**src/rtl/iocss_defs.svh**
```systemverilog
`ifndef IOCSS_DEFS_SVH
`define IOCSS_DEFS_SVH

// exchange word layout, phase A
`define IOCSS_BUS_W 24
`define IOCSS_CMD_MSB 23
`define IOCSS_CMD_LSB 20
`define IOCSS_CHAN_MSB 19
`define IOCSS_CHAN_LSB 16
`define IOCSS_VAR_MSB 3
`define IOCSS_VAR_LSB 0
`define IOCSS_DATA_MSB 15
`define IOCSS_DATA_LSB 0

// basic command codes
`define IOCSS_BASIC_XOUT_A 4'h2
`define IOCSS_BASIC_XOUT_B 4'h3
`define IOCSS_BASIC_XIN 4'h4
`define IOCSS_BASIC_VARIANT 4'h1

// control variant codes
`define IOCSS_VAR_TEST 4'h1
`define IOCSS_VAR_CLEAR 4'h3
`define IOCSS_VAR_POLL 4'h5
`define IOCSS_VAR_TERM 4'h6

// reply word pieces
`define IOCSS_PAD3 3'h0
`define IOCSS_PAD10 10'h000
`define IOCSS_ONE_BIT 24'h00_0001
`define IOCSS_ALL_ON 24'hFF_FFFF
`define IOCSS_ALL_OFF 24'h00_0000
`define IOCSS_STEP 5'h01

// width of the synchroniser bank: bus, phase a, phase b, rc, channel
`define IOCSS_SYNC_W 31
// positions inside the synchroniser bank
`define IOCSS_SYNC_BUS_LSB 7
`define IOCSS_SYNC_PHA 6
`define IOCSS_SYNC_PHB 5
`define IOCSS_SYNC_RC 4
`define IOCSS_SYNC_CHAN_MSB 3
`define IOCSS_SYNC_CHAN_LSB 0

// reply word fields
`define IOCSS_STAT_MSB 20
`define IOCSS_STAT_LSB 16
`define IOCSS_ID_MSB 5
`define IOCSS_ID_LSB 0

`endif

```
**src/rtl/iocss_sync2_unused_guard.sv**
```systemverilog
`timescale 1ns/1ns
`default_nettype none
`default_nettype wire

```
**src/rtl/iocss_pkg.sv**
```systemverilog
package iocss_pkg;

  // sequence state count, the five status bits
  typedef enum logic [4:0] {
    IOCSS_ST_NOT_READY = 5'b00000,
    IOCSS_ST_READY = 5'b00001,
    IOCSS_ST_OP2 = 5'b00010,
    IOCSS_ST_OP3 = 5'b00011,
    IOCSS_ST_FA1 = 5'b00100,
    IOCSS_ST_FA2 = 5'b00101,
    IOCSS_ST_FA3 = 5'b00110,
    IOCSS_ST_RA_IN1 = 5'b00111,
    IOCSS_ST_RA_IN2 = 5'b01000,
    IOCSS_ST_RA_IN3 = 5'b01001,
    IOCSS_ST_BUSY = 5'b01010,
    IOCSS_ST_RA_DX1 = 5'b01011,
    IOCSS_ST_RA_DX2 = 5'b01100,
    IOCSS_ST_RA_DX3 = 5'b01101,
    IOCSS_ST_DATA_RX = 5'b01110,
    IOCSS_ST_DATA_TX = 5'b01111,
    IOCSS_ST_LAST_LOAD = 5'b10000,
    IOCSS_ST_LAST_FINAL = 5'b10001,
    IOCSS_ST_RA_RD1 = 5'b10010,
    IOCSS_ST_RA_RD2 = 5'b10011,
    IOCSS_ST_RA_RD3 = 5'b10100,
    IOCSS_ST_RD1 = 5'b10101,
    IOCSS_ST_RD2 = 5'b10110,
    IOCSS_ST_RD3 = 5'b10111
  } iocss_state_t;

endpackage

```
**src/rtl/iocss_sequencer.sv**
```systemverilog
`timescale 1ns/1ns
`default_nettype none
`include "iocss_defs.svh"

module iocss_sequencer
  import iocss_pkg::*;
#(
  // control identification; value is arbitrary
  parameter logic [5:0] CTRL_ID = 6'h2A
) (
  input wire logic clk,
  input wire logic rst,
  input wire logic [`IOCSS_BUS_W-1:0] exchange_bus_line_in,
  input wire logic phase_a,
  input wire logic phase_b,
  input wire logic rc,
  input wire logic [3:0] channel_number,
  output var logic [`IOCSS_BUS_W-1:0] exchange_bus_line_out,
  output var logic [`IOCSS_BUS_W-1:0] exchange_bus_line_oe,
  input wire logic device_is_output,
  input wire logic fixed_record,
  input wire logic op_done,
  input wire logic next_is_last,
  input wire logic more_buffers,
  input wire logic [15:0] tx_word,
  output var logic tx_taken,
  output var logic rx_valid,
  output var logic [15:0] rx_word,
  output var logic [4:0] rx_state,
  output var logic service_request,
  output var logic [4:0] sequence_state_count
);

  // synchronised pins
  logic [`IOCSS_SYNC_W-1:0] sync_q;
  logic [`IOCSS_BUS_W-1:0] bus_s; // exchange lines
  logic pha_s; // phase a
  logic phb_s; // phase b
  logic rc_s; // remove-data strobe
  logic [3:0] chan_s; // channel jumper

  iocss_sync2 u_sync (
    .clk(clk),
    .rst(rst),
    .d({exchange_bus_line_in, phase_a, phase_b, rc, channel_number}),
    .q(sync_q)
  );

  assign bus_s = sync_q[`IOCSS_SYNC_W-1:`IOCSS_SYNC_BUS_LSB];
  assign pha_s = sync_q[`IOCSS_SYNC_PHA];
  assign phb_s = sync_q[`IOCSS_SYNC_PHB];
  assign rc_s = sync_q[`IOCSS_SYNC_RC];
  assign chan_s = sync_q[`IOCSS_SYNC_CHAN_MSB:`IOCSS_SYNC_CHAN_LSB];

  // edge history of the synchronised strobes
  logic pha_d_reg;
  logic phb_d_reg;
  logic rc_d_reg;
  logic pha_rise; // phase a begins
  logic phb_rise; // phase b begins
  logic phb_fall; // phase b ends, exchange done
  logic rc_rise; // processor says remove data

  assign pha_rise = pha_s & ~pha_d_reg;
  assign phb_rise = phb_s & ~phb_d_reg;
  assign phb_fall = ~phb_s & phb_d_reg;
  assign rc_rise = rc_s & ~rc_d_reg;

  // phase a word, held until the next phase a
  logic [`IOCSS_BUS_W-1:0] cmd_reg;
  logic [3:0] basic; // basic command field
  logic [3:0] variant; // control variant field
  logic [3:0] cmd_chan; // addressed channel
  logic addressed; // this control is the target

  assign basic = cmd_reg[`IOCSS_CMD_MSB:`IOCSS_CMD_LSB];
  assign variant = cmd_reg[`IOCSS_VAR_MSB:`IOCSS_VAR_LSB];
  assign cmd_chan = cmd_reg[`IOCSS_CHAN_MSB:`IOCSS_CHAN_LSB];
  assign addressed = (cmd_chan == chan_s);

  // command decode
  logic is_xout_a; // data rides in the phase a word
  logic is_xout_b; // data rides in phase b
  logic is_xout;
  logic is_xin;
  logic is_var;
  logic v_test;
  logic v_clear;
  logic v_poll;
  logic v_term;

  assign is_xout_a = (basic == `IOCSS_BASIC_XOUT_A);
  assign is_xout_b = (basic == `IOCSS_BASIC_XOUT_B);
  assign is_xout = is_xout_a | is_xout_b;
  assign is_xin = (basic == `IOCSS_BASIC_XIN);
  assign is_var = (basic == `IOCSS_BASIC_VARIANT);
  // variant bits count only under the variant basic code
  assign v_test = is_var & (variant == `IOCSS_VAR_TEST);
  assign v_clear = is_var & (variant == `IOCSS_VAR_CLEAR);
  assign v_poll = is_var & (variant == `IOCSS_VAR_POLL);
  assign v_term = is_var & (variant == `IOCSS_VAR_TERM);

  // sequence state
  iocss_state_t state_reg;
  iocss_state_t state_next;
  logic srq_reg; // service request pending

  // direction of the current state
  logic st_last; // one of the two last-byte states
  logic st_rx; // processor sends to the control
  logic st_tx; // control sends to the processor
  logic st_data; // any data state

  assign st_last = (state_reg == IOCSS_ST_LAST_LOAD) | (state_reg == IOCSS_ST_LAST_FINAL);
  // opcode, file and reference address bytes come
  assign st_rx = ((state_reg >= IOCSS_ST_READY) & (state_reg <= IOCSS_ST_RA_IN3))
               | (state_reg == IOCSS_ST_DATA_RX)
               | (st_last & device_is_output);
  // reference address, data and result bytes go out
  assign st_tx = ((state_reg >= IOCSS_ST_RA_DX1) & (state_reg <= IOCSS_ST_RA_DX3))
               | (state_reg == IOCSS_ST_DATA_TX)
               | ((state_reg >= IOCSS_ST_RA_RD1) & (state_reg <= IOCSS_ST_RD3))
               | (st_last & ~device_is_output);
  assign st_data = (state_reg == IOCSS_ST_DATA_RX) | (state_reg == IOCSS_ST_DATA_TX) | st_last;

  // a byte moves only on an own-channel exchange of the right direction
  logic xfer_ok;
  logic done_w; // exchange that moves a byte has just ended
  logic clear_w; // clear and test status has just ended
  logic term_w; // terminate data accepted

  assign xfer_ok = addressed & ((is_xout & st_rx) | (is_xin & st_tx));
  assign done_w = phb_fall & xfer_ok;
  assign clear_w = phb_fall & addressed & v_clear;
  // terminate data only means something to variable-length devices
  assign term_w = phb_fall & addressed & v_term & ~fixed_record & st_data;

  // reply word for phase b
  logic drive_w; // this control answers in phase b
  logic [`IOCSS_BUS_W-1:0] reply_w;
  logic [`IOCSS_BUS_W-1:0] reply_oe_w;
  logic [`IOCSS_BUS_W-1:0] poll_bit_w;

  // poll answer sits on the bit numbered as the channel
  assign poll_bit_w = `IOCSS_ONE_BIT << chan_s;
  assign drive_w = (addressed & (is_xin | v_test | v_clear)) | (v_poll & srq_reg);
  // transfer in carries data plus the five status bits
  assign reply_w = v_poll ? poll_bit_w
                 : is_xin ? {`IOCSS_PAD3, state_reg, tx_word}
                 : {`IOCSS_PAD3, state_reg, `IOCSS_PAD10, CTRL_ID};
  // a poll reply drives only its own line so other controls can share the bus
  assign reply_oe_w = v_poll ? poll_bit_w : `IOCSS_ALL_ON;

  // received data word, depending on which transfer-out form was used
  logic [15:0] rx_data_w;
  assign rx_data_w = is_xout_a ? cmd_reg[`IOCSS_DATA_MSB:`IOCSS_DATA_LSB]
                   : bus_s[`IOCSS_DATA_MSB:`IOCSS_DATA_LSB];

  // next state; clear wins over all, then terminate data, then bytes
  always_comb begin
    state_next = state_reg;
    if (clear_w) begin
      state_next = IOCSS_ST_NOT_READY;
    end else if (term_w) begin
      state_next = IOCSS_ST_RA_RD1;
    end else begin
      case (state_reg)
        IOCSS_ST_NOT_READY: begin
          state_next = IOCSS_ST_READY;
        end
        IOCSS_ST_BUSY: begin
          // completion of the operation leads to the data path
          if (op_done) begin
            state_next = IOCSS_ST_RA_DX1;
          end
        end
        IOCSS_ST_RA_IN3: begin
          if (done_w) begin
            state_next = IOCSS_ST_BUSY;
          end
        end
        IOCSS_ST_RA_DX3: begin
          // same device class always picks the same branch
          if (done_w) begin
            state_next = device_is_output ? IOCSS_ST_DATA_RX : IOCSS_ST_DATA_TX;
          end
        end
        IOCSS_ST_DATA_RX, IOCSS_ST_DATA_TX: begin
          // stay in the data state until the next byte is the last one
          if (done_w & next_is_last) begin
            state_next = more_buffers ? IOCSS_ST_LAST_LOAD : IOCSS_ST_LAST_FINAL;
          end
        end
        IOCSS_ST_LAST_LOAD: begin
          // another buffer load follows; go busy while it is fetched
          if (done_w) begin
            state_next = IOCSS_ST_BUSY;
          end
        end
        IOCSS_ST_LAST_FINAL: begin
          if (done_w) begin
            state_next = IOCSS_ST_RA_RD1;
          end
        end
        IOCSS_ST_RD3: begin
          // result byte three closes the sequence
          if (done_w) begin
            state_next = IOCSS_ST_NOT_READY;
          end
        end
        default: begin
          // plain one-step states: opcode, addresses, result bytes
          if (done_w) begin
            state_next = iocss_state_t'(state_reg + `IOCSS_STEP);
          end
        end
      endcase
    end
  end

  // service request: set on completion, cleared by an own-channel exchange other than a poll
  logic srq_set;
  logic srq_clr;
  logic srq_next;

  assign srq_set = (state_reg == IOCSS_ST_BUSY) & op_done & ~clear_w;
  assign srq_clr = phb_fall & addressed & ~v_poll;
  // set wins over clear so a completion is lost only when a clear and test ends in the same cycle
  assign srq_next = srq_set | (srq_reg & ~srq_clr);

  // bus drive: on at phase b start, off on rc or the end of phase b
  logic [`IOCSS_BUS_W-1:0] out_reg;
  logic [`IOCSS_BUS_W-1:0] oe_reg;
  logic [`IOCSS_BUS_W-1:0] out_next;
  logic [`IOCSS_BUS_W-1:0] oe_next;

  assign out_next = (phb_rise & drive_w) ? reply_w : (rc_rise | phb_fall) ? `IOCSS_ALL_OFF : out_reg;
  assign oe_next = (phb_rise & drive_w) ? reply_oe_w : (rc_rise | phb_fall) ? `IOCSS_ALL_OFF : oe_reg;

  // strobe history and command latch
  always_ff @(posedge clk) begin
    if (rst) begin
      pha_d_reg <= 1'b0;
      phb_d_reg <= 1'b0;
      rc_d_reg <= 1'b0;
      cmd_reg <= `IOCSS_ALL_OFF;
    end else begin
      pha_d_reg <= pha_s;
      phb_d_reg <= phb_s;
      rc_d_reg <= rc_s;
      if (pha_rise) begin
        cmd_reg <= bus_s;
      end
    end
  end

  // state count and service request
  always_ff @(posedge clk) begin
    if (rst) begin
      state_reg <= IOCSS_ST_NOT_READY;
      srq_reg <= 1'b0;
    end else begin
      state_reg <= state_next;
      srq_reg <= srq_next;
    end
  end

  // bus drivers
  always_ff @(posedge clk) begin
    if (rst) begin
      out_reg <= `IOCSS_ALL_OFF;
      oe_reg <= `IOCSS_ALL_OFF;
    end else begin
      out_reg <= out_next;
      oe_reg <= oe_next;
    end
  end

  // user-side strobes; rx_word keeps its last value between bytes
  always_ff @(posedge clk) begin
    if (rst) begin
      rx_valid <= 1'b0;
      tx_taken <= 1'b0;
      rx_word <= 16'h0000;
      rx_state <= 5'h00;
    end else begin
      rx_valid <= done_w & is_xout;
      tx_taken <= done_w & is_xin;
      if (done_w & is_xout) begin
        rx_word <= rx_data_w;
        rx_state <= state_reg;
      end
    end
  end

  assign exchange_bus_line_out = out_reg;
  assign exchange_bus_line_oe = oe_reg;
  assign service_request = srq_reg;
  assign sequence_state_count = state_reg;
endmodule // iocss_sequencer

`default_nettype wire

```
**src/rtl/iocss_sync2.sv**
```systemverilog
`timescale 1ns/1ns
`default_nettype none
`include "iocss_defs.svh"

// two-flop synchroniser bank for every pin that the control samples
module iocss_sync2 (
  input wire logic clk,
  input wire logic rst,
  input wire logic [`IOCSS_SYNC_W-1:0] d,
  output var logic [`IOCSS_SYNC_W-1:0] q
);

  // first stage, read by the second stage only
  logic [`IOCSS_SYNC_W-1:0] meta_reg;

  // both stages clear to zero; the pins are idle low
  always_ff @(posedge clk) begin
    if (rst) begin
      meta_reg <= '0;
      q <= '0;
    end else begin
      meta_reg <= d;
      q <= meta_reg;
    end
  end

endmodule // iocss_sync2

`default_nettype wire

```
**config.mk**
```make
export PLATFORM = sky130hd
export DESIGN_NAME = iocss_sequencer
export DESIGN_NICKNAME = d
export VERILOG_FILES = /design/src/rtl/iocss_sync2_unused_guard.sv /design/src/rtl/iocss_pkg.sv /design/src/rtl/iocss_sequencer.sv /design/src/rtl/iocss_sync2.sv
export VERILOG_INCLUDE_DIRS = /design/src /design/src/rtl
export SDC_FILE = /design/constraint.sdc
export NUM_CORES = 1
export LEC_CHECK = 0
export BUFFER_PORTS_ARGS = -buffer_cell sky130_fd_sc_hd__buf_2
export CAP_MARGIN = 20
export CORE_MARGIN = 1
export CORE_UTILIZATION = 50
export CTS_CLUSTER_SIZE = 12
export DETAILED_ROUTE_END_ITERATION = 7
export PLACE_DENSITY = 0.74
export SLEW_MARGIN = 20
export SYNTH_ARGS = -nofsm -noshare
export SYNTH_HDL_FRONTEND = slang
export SYNTH_SLANG_ARGS = --single-unit
```
**constraint.sdc**
```tcl
create_clock -name clk -period 7 [get_ports clk]
set_input_delay 1.4 -clock clk [delete_from_list [all_inputs] [get_ports clk]]
set_output_delay 1.4 -clock clk [all_outputs]
set_load 0.02 [all_outputs]
```
==> flow_metrics.py, run 1 <==
metrics = {
    "run_status": {
        "status": "completed",
    },
    "finish": {
        "design_area_um2": 7270,
        "drive_gt1_share_pct": 22.7,
        "syn2layout_area_growth_pct": 18.2,
        "n_antenna_cell": 0,
        "layout_commonest_cell": "dfxtp_1",
        "layout_common_cells": "dfxtp_1 (156), buf_2 (126), nor2_1 (78)",
        "fillCellCount": 1007,
        "nets": 820,
    },
    "power": {
        "peakVddDrop_mv": 0.196,
        "cellLeakagePower_nw": 2.91,
        "power_density_nw_per_um2": 287,
    },
    "setup_path": {
        "setup.worst_path.start_class": "register",
        "crit_path_max_fanout": 33,
        "r2r-start": "sequence_state_count[2]",
        "worstSetupPathType": "register to register",
        "critical_path_depth": 9,
        "critPathRequiredTime_ns": 7.34,
        "slowest_stage": "dfxtp_1",
        "cpPeakStageDelay_ns": 0.78,
        "r2r-end": "rx_word[1]",
        "setup.worst_path.start": "sequence_state_count[2]",
        "reg2reg_slack_ns": 3.89,
        "cp-endpoint": "rx_word[1]",
        "cp-end-kind": "register",
        "crit_path_cell_trace": "inv_1 > nor3_1 > ha_1 > a2111oi_4 > o2bb2ai_4 > and3_1 > buf_4 > nor2_1 > a211oi_1",
        "cp_data_arrival_time_ns": 3.44,
        "path_buf_inv": 2,
        "worst-r2r-cell-count": 9,
        "crit_family": "flip-flops",
    },
    "yosys": {
        "ys_seq_area_share_pct": 50.8,
        "yosys_warnings": 0,
        "netlist_area_um2": 6150,
        "synth-edff-count": 0,
        "ys_seq_elements": 156,
        "async_flop_share_pct": 0,
        "syn_avg_cell_area_um2": 9.19,
        "synthFlopType": "dfxtp_1",
        "synth_cell_types": 59,
        "netlist_instances": 669,
    },
    "worst_hold_path": {
        "hp-class": "register to register",
    },
    "die": {
        "die-area_um2": 12700,
        "start_util_pct": 51.2,
        "floorplan.rows": 40,
        "die_h_um": 113,
        "core_um2": 12000,
        "ios": 131,
        "die_w_um": 113,
    },
    "drt": {
        "drc": 0,
        "ant_nets": 0,
        "drtIter0Drc": 396,
        "wirelength_um": 13200,
        "dr.pass1.iters": 4,
        "via_count": 4956,
        "wl_per_cell_um": 14.3,
        "viasPerCell": 5.38,
    },
    "global_routing": {
        "grt_overflow": 0,
        "first_global_vias": 4412,
        "grt_use_total_pct": 21.4,
        "grt_first_pass_wirelength_um": 21700,
        "grt_max_degree": 88,
        "antenna_found_initial": 0,
    },
    "place": {
        "port_buffers": 127,
        "placedInstanceArea_um2": 6710,
        "gp_congestion": 0.860,
        "detailed_place_hpwl_um": 9120,
    },
    "cts": {
        "root_buffer": "clkbuf_16",
        "clk_pin_slew_ns": 0.07,
        "cts_resized": 0,
        "post-cts-setup-buffer-count": 0,
        "clk_latency_ns": 0.43,
        "cts_tree": "yes",
        "cts_max_level": 4,
        "cts_hold_buf": 0,
        "clock_sinks": 156,
        "numCtsBuffers": 17,
        "clockBufferDepth": 2,
    },
    "sta": {
        "slew_headroom_pct": 28.4,
        "finalMaxSlewViolations": 0,
        "worst_pin_slew_ns": 1.07,
        "fmax_ghz": 0.322,
        "rsz0062_at_grt": "no",
        "min_period_over_period_pct": 44.4,
        "finClkSkew_ns": 0.00829,
        "setup_viol": 0,
        "timing.final.crit_period_ns": 3.11,
        "setup_tns_ns": 0,
        "hold_viol": 0,
    },
    "job": {
        "drv_cap": 0,
    },
}
[through the flow]
step / cells / worst slack, ns / hold WS (ns) / total power [mW] / util, %
after floorplan: 671 / 4.30 / 0.414 / 1.17 / -
after global placement: 889 / 3.99 / 0.420 / 1.23 / 55.9
after detailed placement: 889 / 3.88 / 0.420 / 1.24 / 55.9
after CTS: 921 / 3.91 / 0.435 / 2.10 / 60.5
after global routing: 921 / 3.66 / 0.451 / 2.17 / 60.5
final: 921 / 3.89 / 0.430 / 2.09 / 60.5
[cells in the mapped netlist (2+ instances only)]
master       n  area share [%]
a2111oi_4    2            0.90
a211oi_1    19             2.3
a21boi_2     2            0.37
a21oi_1     47             3.8
a22o_1      12             1.7
a22oi_1     18             2.2
a2bb2oi_1    3            0.43
buf_2        8            0.65
buf_4       11             1.3
buf_6        3            0.55
clkbuf_1    37             2.3
dfxtp_1    156              51
ha_1         5             1.0
inv_1        8            0.49
mux2i_1     21             3.4
nand2_1     75             4.6
nand2b_1     8            0.81
nand3_1      5            0.41
nand4_1      3            0.31
nor2_1      78             4.8
nor2b_1     72             7.3
nor3_1      11            0.90
nor3_2       2            0.33
nor4_1       2            0.20
o21ai_0     19             1.5
o311a_1      2            0.33
o31a_1       2            0.29
or4_1        2            0.24
or4b_1       2            0.33
xnor2_1      5            0.71
[worst reg2reg max path, delay by kind of cell (launching register included)]
family                   cells  cell delay (ns)
adder cells (fa/ha/maj)      1             0.28
AO/OA/AOI/OAI                3             0.52
AND/OR/NAND/NOR              3             0.74
flip-flops                   1             0.78
buffers and inverters        2             0.69
[metal layers]
metal	routed length [um]	GRT usage, %	up-vias
li1	-	-	2457
met3	817	4.93	27
met4	315	10.1	0
met5	0	0	-
met2	6030	33.5	175
met1	6010	28.2	2297
[area by class of cell]
| cell class | instances | area (um^2) | area share (%) |
|---|---|---|---|
| Clock buffer | 18 | 429 | 5.91 |
| Timing Repair Buffer | 130 | 661 | 9.09 |
| Sequential cell | 156 | 3120 | 43.0 |
| Multi-Input combinational cell | 448 | 2720 | 37.4 |
| Tap cell | 147 | 184 | 2.53 |
| Inverter | 8 | 30.0 | 0.413 |
| Clock inverter | 14 | 125 | 1.72 |
[kinds of logic after synthesis]
group / synth area share (%)
XOR/XNOR: 0.713
AO/OA/AOI/OAI: 17.2
AND/OR/NAND/NOR: 21.5
multiplexers: 3.42
other: 0.0610
buffers and inverters: 5.29
flip-flops: 50.8
adder cells (fa/ha/maj): 1.02
[report_power, final]
| part | switching (mW) | internal (mW) | leakage (nW) |
|---|---|---|---|
| Combinational | 0.157 | 0.114 | 1.37 |
| Sequential | 0.0401 | 0.915 | 1.27 |
| Clock | 0.393 | 0.468 | 0.272 |
[worst min-delay path by stage]
stage / start / endpoint / slack [ns] / depth (start not counted)
6_report: u_sync.meta_reg[18] / u_sync.q[18] / 0.43 / 1
4_1_cts: u_sync.meta_reg[21] / u_sync.q[21] / 0.44 / 1
2_1_floorplan: u_sync.meta_reg[0] / u_sync.q[0] / 0.41 / 1
3_5_place_dp: u_sync.meta_reg[21] / u_sync.q[21] / 0.42 / 1
3_3_place_gp: u_sync.meta_reg[17] / u_sync.q[17] / 0.42 / 1
5_1_grt: u_sync.meta_reg[17] / u_sync.q[17] / 0.45 / 1
(Power assumes the default switching activity.)
==> run 2, diff against run 1 <==
ABC_AREA = 1   (was not set)
CORE_UTILIZATION = 49   (was 50)
PLACE_DENSITY = 0.75   (was 0.74)
clock period = 2.7 ns   (was 7 ns; I/O delays follow)
==> flow_metrics.py, run 2 <==
metrics = {
    "sta": {
        "finClkSkew_ns": 0.0111,
        "min_period_over_period_pct": 84.8,
        "rsz0062_at_grt": "no",
        "fmax_ghz": 0.437,
        "setup_viol": 0,
        "slew_headroom_pct": 35.5,
        "worst_pin_slew_ns": 0.964,
        "setup_tns_ns": 0,
        "hold_viol": 0,
        "timing.final.crit_period_ns": 2.29,
        "finalMaxSlewViolations": 0,
    },
    "global_routing": {
        "grt_use_total_pct": 21.5,
        "grt_first_pass_wirelength_um": 22300,
        "grt.busiest_layer": "met2",
        "grt_use_met2_pct": 33.3,
        "antenna_found_initial": 0,
        "grt_max_degree": 57,
        "grt_overflow": 0,
        "first_global_vias": 4673,
        "met3_usage_pct": 5.39,
        "grt_util_met1_pct": 28.8,
    },
    "power": {
        "power_density_nw_per_um2": 734,
        "p_sw_share_pct": 29.3,
        "p_seq_share_pct": 44.3,
        "total_power_mw": 5.54,
        "power_frac_comb_pct": 13.9,
        "intPower_mw": 3.92,
        "pwr-share-clk_pct": 41.8,
        "peakVddDrop_mv": 0.463,
        "power.switching_mw": 1.62,
        "cellLeakagePower_nw": 3.49,
    },
    "finish": {
        "layout_common_cells": "dfxtp_1 (156), nor2_1 (148), buf_2 (126)",
        "layout_commonest_cell": "dfxtp_1",
        "n_antenna_cell": 0,
        "drive_gt1_share_pct": 20.8,
        "nets": 989,
        "fillCellCount": 1252,
        "syn2layout_area_growth_pct": 19.5,
    },
    "yosys": {
        "yosys-top-cells-count": "dfxtp_1 (156), nor2_1 (148), inv_1 (118)",
        "synth.most_common_cell": "dfxtp_1",
        "yosysTopAreaCell": "dfxtp_1",
        "synth-edff-count": 0,
        "ys_seq_elements": 156,
        "synthTopCellsByArea": "dfxtp_1 (49%), nor2_1 (8.8%), inv_1 (7.0%)",
        "ys_seq_area_share_pct": 49.4,
        "netlist_instances": 829,
        "async_flop_share_pct": 0,
        "syn_avg_cell_area_um2": 7.62,
        "netlist_area_um2": 6320,
        "synthFlopType": "dfxtp_1",
        "synth_cell_types": 37,
        "yosys.area.top_type_share_pct": 49.4,
        "yosys_warnings": 0,
    },
    "place": {
        "gp_congestion": 0.872,
        "detailed_place_hpwl_um": 9130,
        "port_buffers": 127,
    },
    "drt": {
        "dr.pass1.iters": 5,
        "viasPerCell": 4.78,
        "drc": 0,
        "ant_nets": 0,
        "drtIter0Drc": 440,
        "wirelength_um": 13600,
        "wl_per_cell_um": 12.2,
        "via_count": 5327,
    },
    "die": {
        "die_h_um": 116,
        "die_w_um": 116,
        "start_util_pct": 50.1,
        "ios": 131,
        "die-area_um2": 13400,
        "core_um2": 12600,
        "floorplan.rows": 41,
    },
    "cts": {
        "clk_latency_ns": 0.43,
        "cts_max_level": 4,
        "cts_hold_buf": 0,
        "cts_resized": 0,
        "numCtsBuffers": 17,
        "post-cts-setup-buffer-count": 0,
        "clockBufferDepth": 2,
        "clock_sinks": 156,
        "clk_pin_slew_ns": 0.07,
        "cts_tree": "yes",
        "root_buffer": "clkbuf_16",
    },
    "setup_path": {
        "worstSetupPathType": "register to register",
        "path_buf_inv": 2,
        "crit_path_max_fanout": 30,
        "critPathRequiredTime_ns": 2.99,
        "cp-end-kind": "register",
        "crit_family": "simple AND/OR/NAND/NOR gates",
        "setup.worst_path.start_class": "register",
        "crit_path_cell_trace": "inv_1 > nor2_1 > inv_1 > o21ai_0 > a21oi_1",
        "cpPeakStageDelay_ns": 0.72,
        "path_common_cell": "inv_1",
        "cp_data_arrival_time_ns": 2.58,
        "slowest_stage": "nor2_1",
    },
    "worst_hold_path": {
        "hp-class": "primary input to register",
    },
    "run_status": {
        "status": "completed",
    },
    "job": {
        "drv_cap": 0,
    },
}
-- run 2: cell count changes after synthesis, moves of 13 or more --
| cell | previous run | this run |
|---|---|---|
| a211oi_1 | 19 | 0 |
| a21oi_1 | 47 | 69 |
| a22oi_1 | 18 | 0 |
| inv_1 | 8 | 118 |
| mux2i_1 | 21 | 0 |
| nand3_1 | 5 | 58 |
| nor2_1 | 78 | 148 |
| nor2b_1 | 72 | 0 |
| o21ai_0 | 19 | 78 |
| o31ai_1 | 1 | 14 |
-- run 2: power by group through the flow --
stage / clock [mW] / sequential, mW / combinational [mW]
2_1_floorplan: 0 / 2.53 / 0.540
3_3_place_gp: 0 / 2.51 / 0.781
3_5_place_dp: 0 / 2.51 / 0.770
4_1_cts: 2.36 / 2.46 / 0.774
5_1_grt: 2.46 / 2.47 / 0.872
6_report: 2.32 / 2.46 / 0.768
-- run 2: cell type report --
type | instances | area (um^2) | share of cell area, %
inverters | 123 | 462 | 6.12
flip-flops and latches | 156 | 3120 | 41.4
well taps | 172 | 215 | 2.85
multi-input cells | 494 | 2440 | 32.3
clock buffers | 18 | 439 | 5.82
repair buffers | 138 | 721 | 9.55
clock inverters | 14 | 153 | 2.02
-- run 2: path summary, 6_finish.rpt --
check	start	endpoint	slack, ns	depth (start not counted)
hold reg to reg	u_sync.meta_reg[12]	u_sync.q[12]	0.40	2
setup / recovery	u_sync.q[6]	cmd_reg[21]	0.41	5
setup reg to reg	u_sync.q[6]	cmd_reg[21]	0.41	5
hold / removal	phase_a	u_sync.meta_reg[6]	0.31	3
-- run 2: tightest hold or removal path, delay by kind of cell --
family        cells  cell delay (ns)
buf+inv           2             0.10
simple gates      1             0.06
-- run 2: metrics by stage --
| stage | hold slack (ns) | area [um^2] | worst slack [ns] | cells | utilization, % |
|---|---|---|---|---|---|
| 2_1_floorplan | 0.388 | 6330 | 0.672 | 831 | - |
| 3_3_place_gp | 0.391 | 6960 | 0.462 | 1083 | 55.1 |
| 3_5_place_dp | 0.392 | 6960 | 0.357 | 1083 | 55.1 |
| 4_1_cts | 0.295 | 7550 | 0.349 | 1115 | 59.8 |
| 5_1_grt | 0.300 | 7550 | 0.0762 | 1115 | 59.8 |
| 6_report | 0.311 | 7550 | 0.411 | 1115 | 59.8 |
-- run 2: layer usage --
layer	vias to the layer above	wire, um
met3	11	691
met5	-	0
met4	0	158
met2	139	6330
met1	2354	6440
li1	2823	-
-- run 2: kinds of logic (layout without fill, tap and decap cells) --
logic type | Yosys count | in the layout | synth area share (%)
other | 1 | 3 | 0.0593
muxes | 12 | 12 | 2.14
buffers and inverters | 181 | 293 | 12.1
AOI/OAI and AO/OA | 165 | 165 | 13.8
xor gates and xnor gates | 4 | 4 | 0.554
and+or+nand+nor | 305 | 305 | 20.9
adders and majority gates | 5 | 5 | 0.990
DFF | 156 | 156 | 49.4
==> run 3, diff against run 2 <==
clock period = 2 ns   (was 2.7 ns; I/O delays follow)
==> flow_metrics.py, run 3 (synthesis results as in run 2) <==
metrics = {
    "die": {
        "die_h_um": 116,
        "floorplan.rows": 41,
        "start_util_pct": 50.1,
        "ios": 131,
        "core_um2": 12600,
        "die-area_um2": 13400,
        "die_w_um": 116,
    },
    "drt": {
        "via_count": 5532,
        "wl_per_cell_um": 12.4,
        "drtIter0Drc": 517,
        "drc": 0,
        "viasPerCell": 4.86,
        "wirelength_um": 14200,
        "ant_nets": 0,
        "dr.pass1.iters": 5,
    },
    "global_routing": {
        "grt_overflow": 0,
        "grt_max_degree": 49,
        "antenna_found_initial": 0,
        "first_global_vias": 4668,
        "grt_use_total_pct": 21.9,
        "grt_first_pass_wirelength_um": 22700,
    },
    "setup_path": {
        "crit_family": "simple AND/OR/NAND/NOR gates",
        "setup.worst_path.start": "sequence_state_count[0]",
        "worstSetupPathType": "register to register",
        "critPathRequiredTime_ns": 2.31,
        "crit_path_cell_trace": "buf_4 > inv_4 > ha_4 > nand3_2 > nand2_2 > nand2_1 > nand3_1 > nand2_1 > nand2_2 > nand3_2 > buf_12 > o21ai_0 > a21oi_1",
        "r2r-end": "rx_word[9]",
        "worst-r2r-cell-count": 13,
        "reg2reg_slack_ns": 0.1,
        "r2r-start": "sequence_state_count[0]",
        "cpPeakStageDelay_ns": 0.37,
        "crit_path_max_fanout": 43,
        "slowest_stage": "dfxtp_4",
        "cp-end-kind": "register",
        "path_buf_inv": 3,
        "cp_data_arrival_time_ns": 2.22,
        "setup.worst_path.start_class": "register",
    },
    "run_status": {
        "status": "completed",
    },
    "finish": {
        "layout_commonest_cell": "dfxtp_1",
        "stdcell_count": 1139,
        "fillCellCount": 1163,
        "layout_common_cells": "dfxtp_1 (154), nor2_1 (147), buf_2 (126)",
        "syn2layout_area_growth_pct": 25.5,
        "n_antenna_cell": 0,
        "nets": 1013,
        "fin_util_pct": 62.9,
        "drive_gt1_share_pct": 25.0,
    },
    "place": {
        "gp_congestion": 0.847,
        "port_buffers": 127,
        "dp_cells": 1105,
        "detailed_place_hpwl_um": 9690,
    },
    "sta": {
        "min_period_over_period_pct": 95.2,
        "worst_pin_slew_ns": 0.842,
        "setup_tns_ns": 0,
        "rsz0062_at_grt": "yes",
        "setup_viol": 0,
        "hold_viol": 0,
        "slew_headroom_pct": 43.8,
        "fmax_ghz": 0.525,
        "finalMaxSlewViolations": 0,
        "timing.final.crit_period_ns": 1.90,
        "finClkSkew_ns": 0.00688,
    },
    "worst_hold_path": {
        "min_path_cells": 3,
        "hp-class": "primary input to register",
        "min-delay-start": "exchange_bus_line_in[19]",
        "hold_end": "u_sync.meta_reg[26]",
    },
    "power": {
        "intPower_mw": 5.72,
        "pwr-share-clk_pct": 41.2,
        "total_power_mw": 7.94,
        "p_sw_share_pct": 27.9,
        "p_seq_share_pct": 41.7,
        "power.switching_mw": 2.22,
        "power_frac_comb_pct": 17.2,
        "power_density_nw_per_um2": 1000,
        "cellLeakagePower_nw": 3.66,
        "peakVddDrop_mv": 0.642,
    },
    "cts": {
        "cts_max_level": 4,
        "cts_hold_buf": 0,
        "root_buffer": "clkbuf_16",
        "cts_tree": "yes",
        "numCtsBuffers": 17,
        "clockBufferDepth": 2,
        "clock_sinks": 156,
        "clk_latency_ns": 0.42,
        "clk_pin_slew_ns": 0.06,
    },
    "job": {
        "drv_cap": 0,
    },
}
[run 3: repair_timing]
action	CTS	global route
endpoints found under the hold margin	0	0
pin swaps	1	2
buffers inserted	1	1
gates resized for setup	5	42
endpoints found under the setup margin	11	64
[run 3: tightest hold or removal path, cell delays in order]
cell	delay, ns
buf_2	0.07
inv_1	0.03
nor2_1	0.06
[run 3: worst max path at each step]
| stage | slack (ns) | cells past startpoint | end |
|---|---|---|---|
| global placement | -0.005 | 14 | sequence_state_count[2] |
| CTS | 0.003 | 13 | rx_word[0] |
| global route | -0.04 | 14 | sequence_state_count[4] |
| floorplan | 0.08 | 13 | sequence_state_count[2] |
| finish | 0.1 | 13 | rx_word[9] |
| detailed placement | -0.04 | 14 | sequence_state_count[2] |
[run 3: cell type report]
| type | count | area (um^2) | share of cell area [%] |
|---|---|---|---|
| timing repair buffer | 162 | 963 | 12.1 |
| tap | 172 | 215 | 2.71 |
| inverter | 123 | 464 | 5.85 |
| clock buffer | 20 | 457 | 5.76 |
| sequential | 156 | 3130 | 39.4 |
| clock inverter | 12 | 148 | 1.86 |
| multi-input combinational | 494 | 2560 | 32.2 |
[run 3: per-layer routing]
metal	routed length, um	share of wire [%]	vias up	track usage, %
li1	-	-	2878	-
met1	6830	48	2472	30.4
met2	6340	45	156	32.1
met3	669	4.7	26	4.60
met4	321	2.3	0	10.8
met5	0	0	-	0
[run 3: power groups by stage]
stage,Sequential (mW),Combinational [mW],Clock (mW)
2_1_floorplan,3.41,0.729,0
4_1_cts,3.30,1.24,3.31
6_report,3.31,1.36,3.27
3_3_place_gp,3.36,1.21,0
3_5_place_dp,3.37,1.19,0
5_1_grt,3.32,1.51,3.46
[run 3: stage by stage]
stage	setup WS (ns)	cell area (um^2)	hold slack, ns
final	0.0951	7930	0.178
after global routing	-0.0382	7930	0.176
after CTS	0.00273	7820	0.164
after detailed placement	-0.0435	7190	0.393
after global placement	-0.00536	7190	0.390
after floorplan	0.0817	6330	0.388
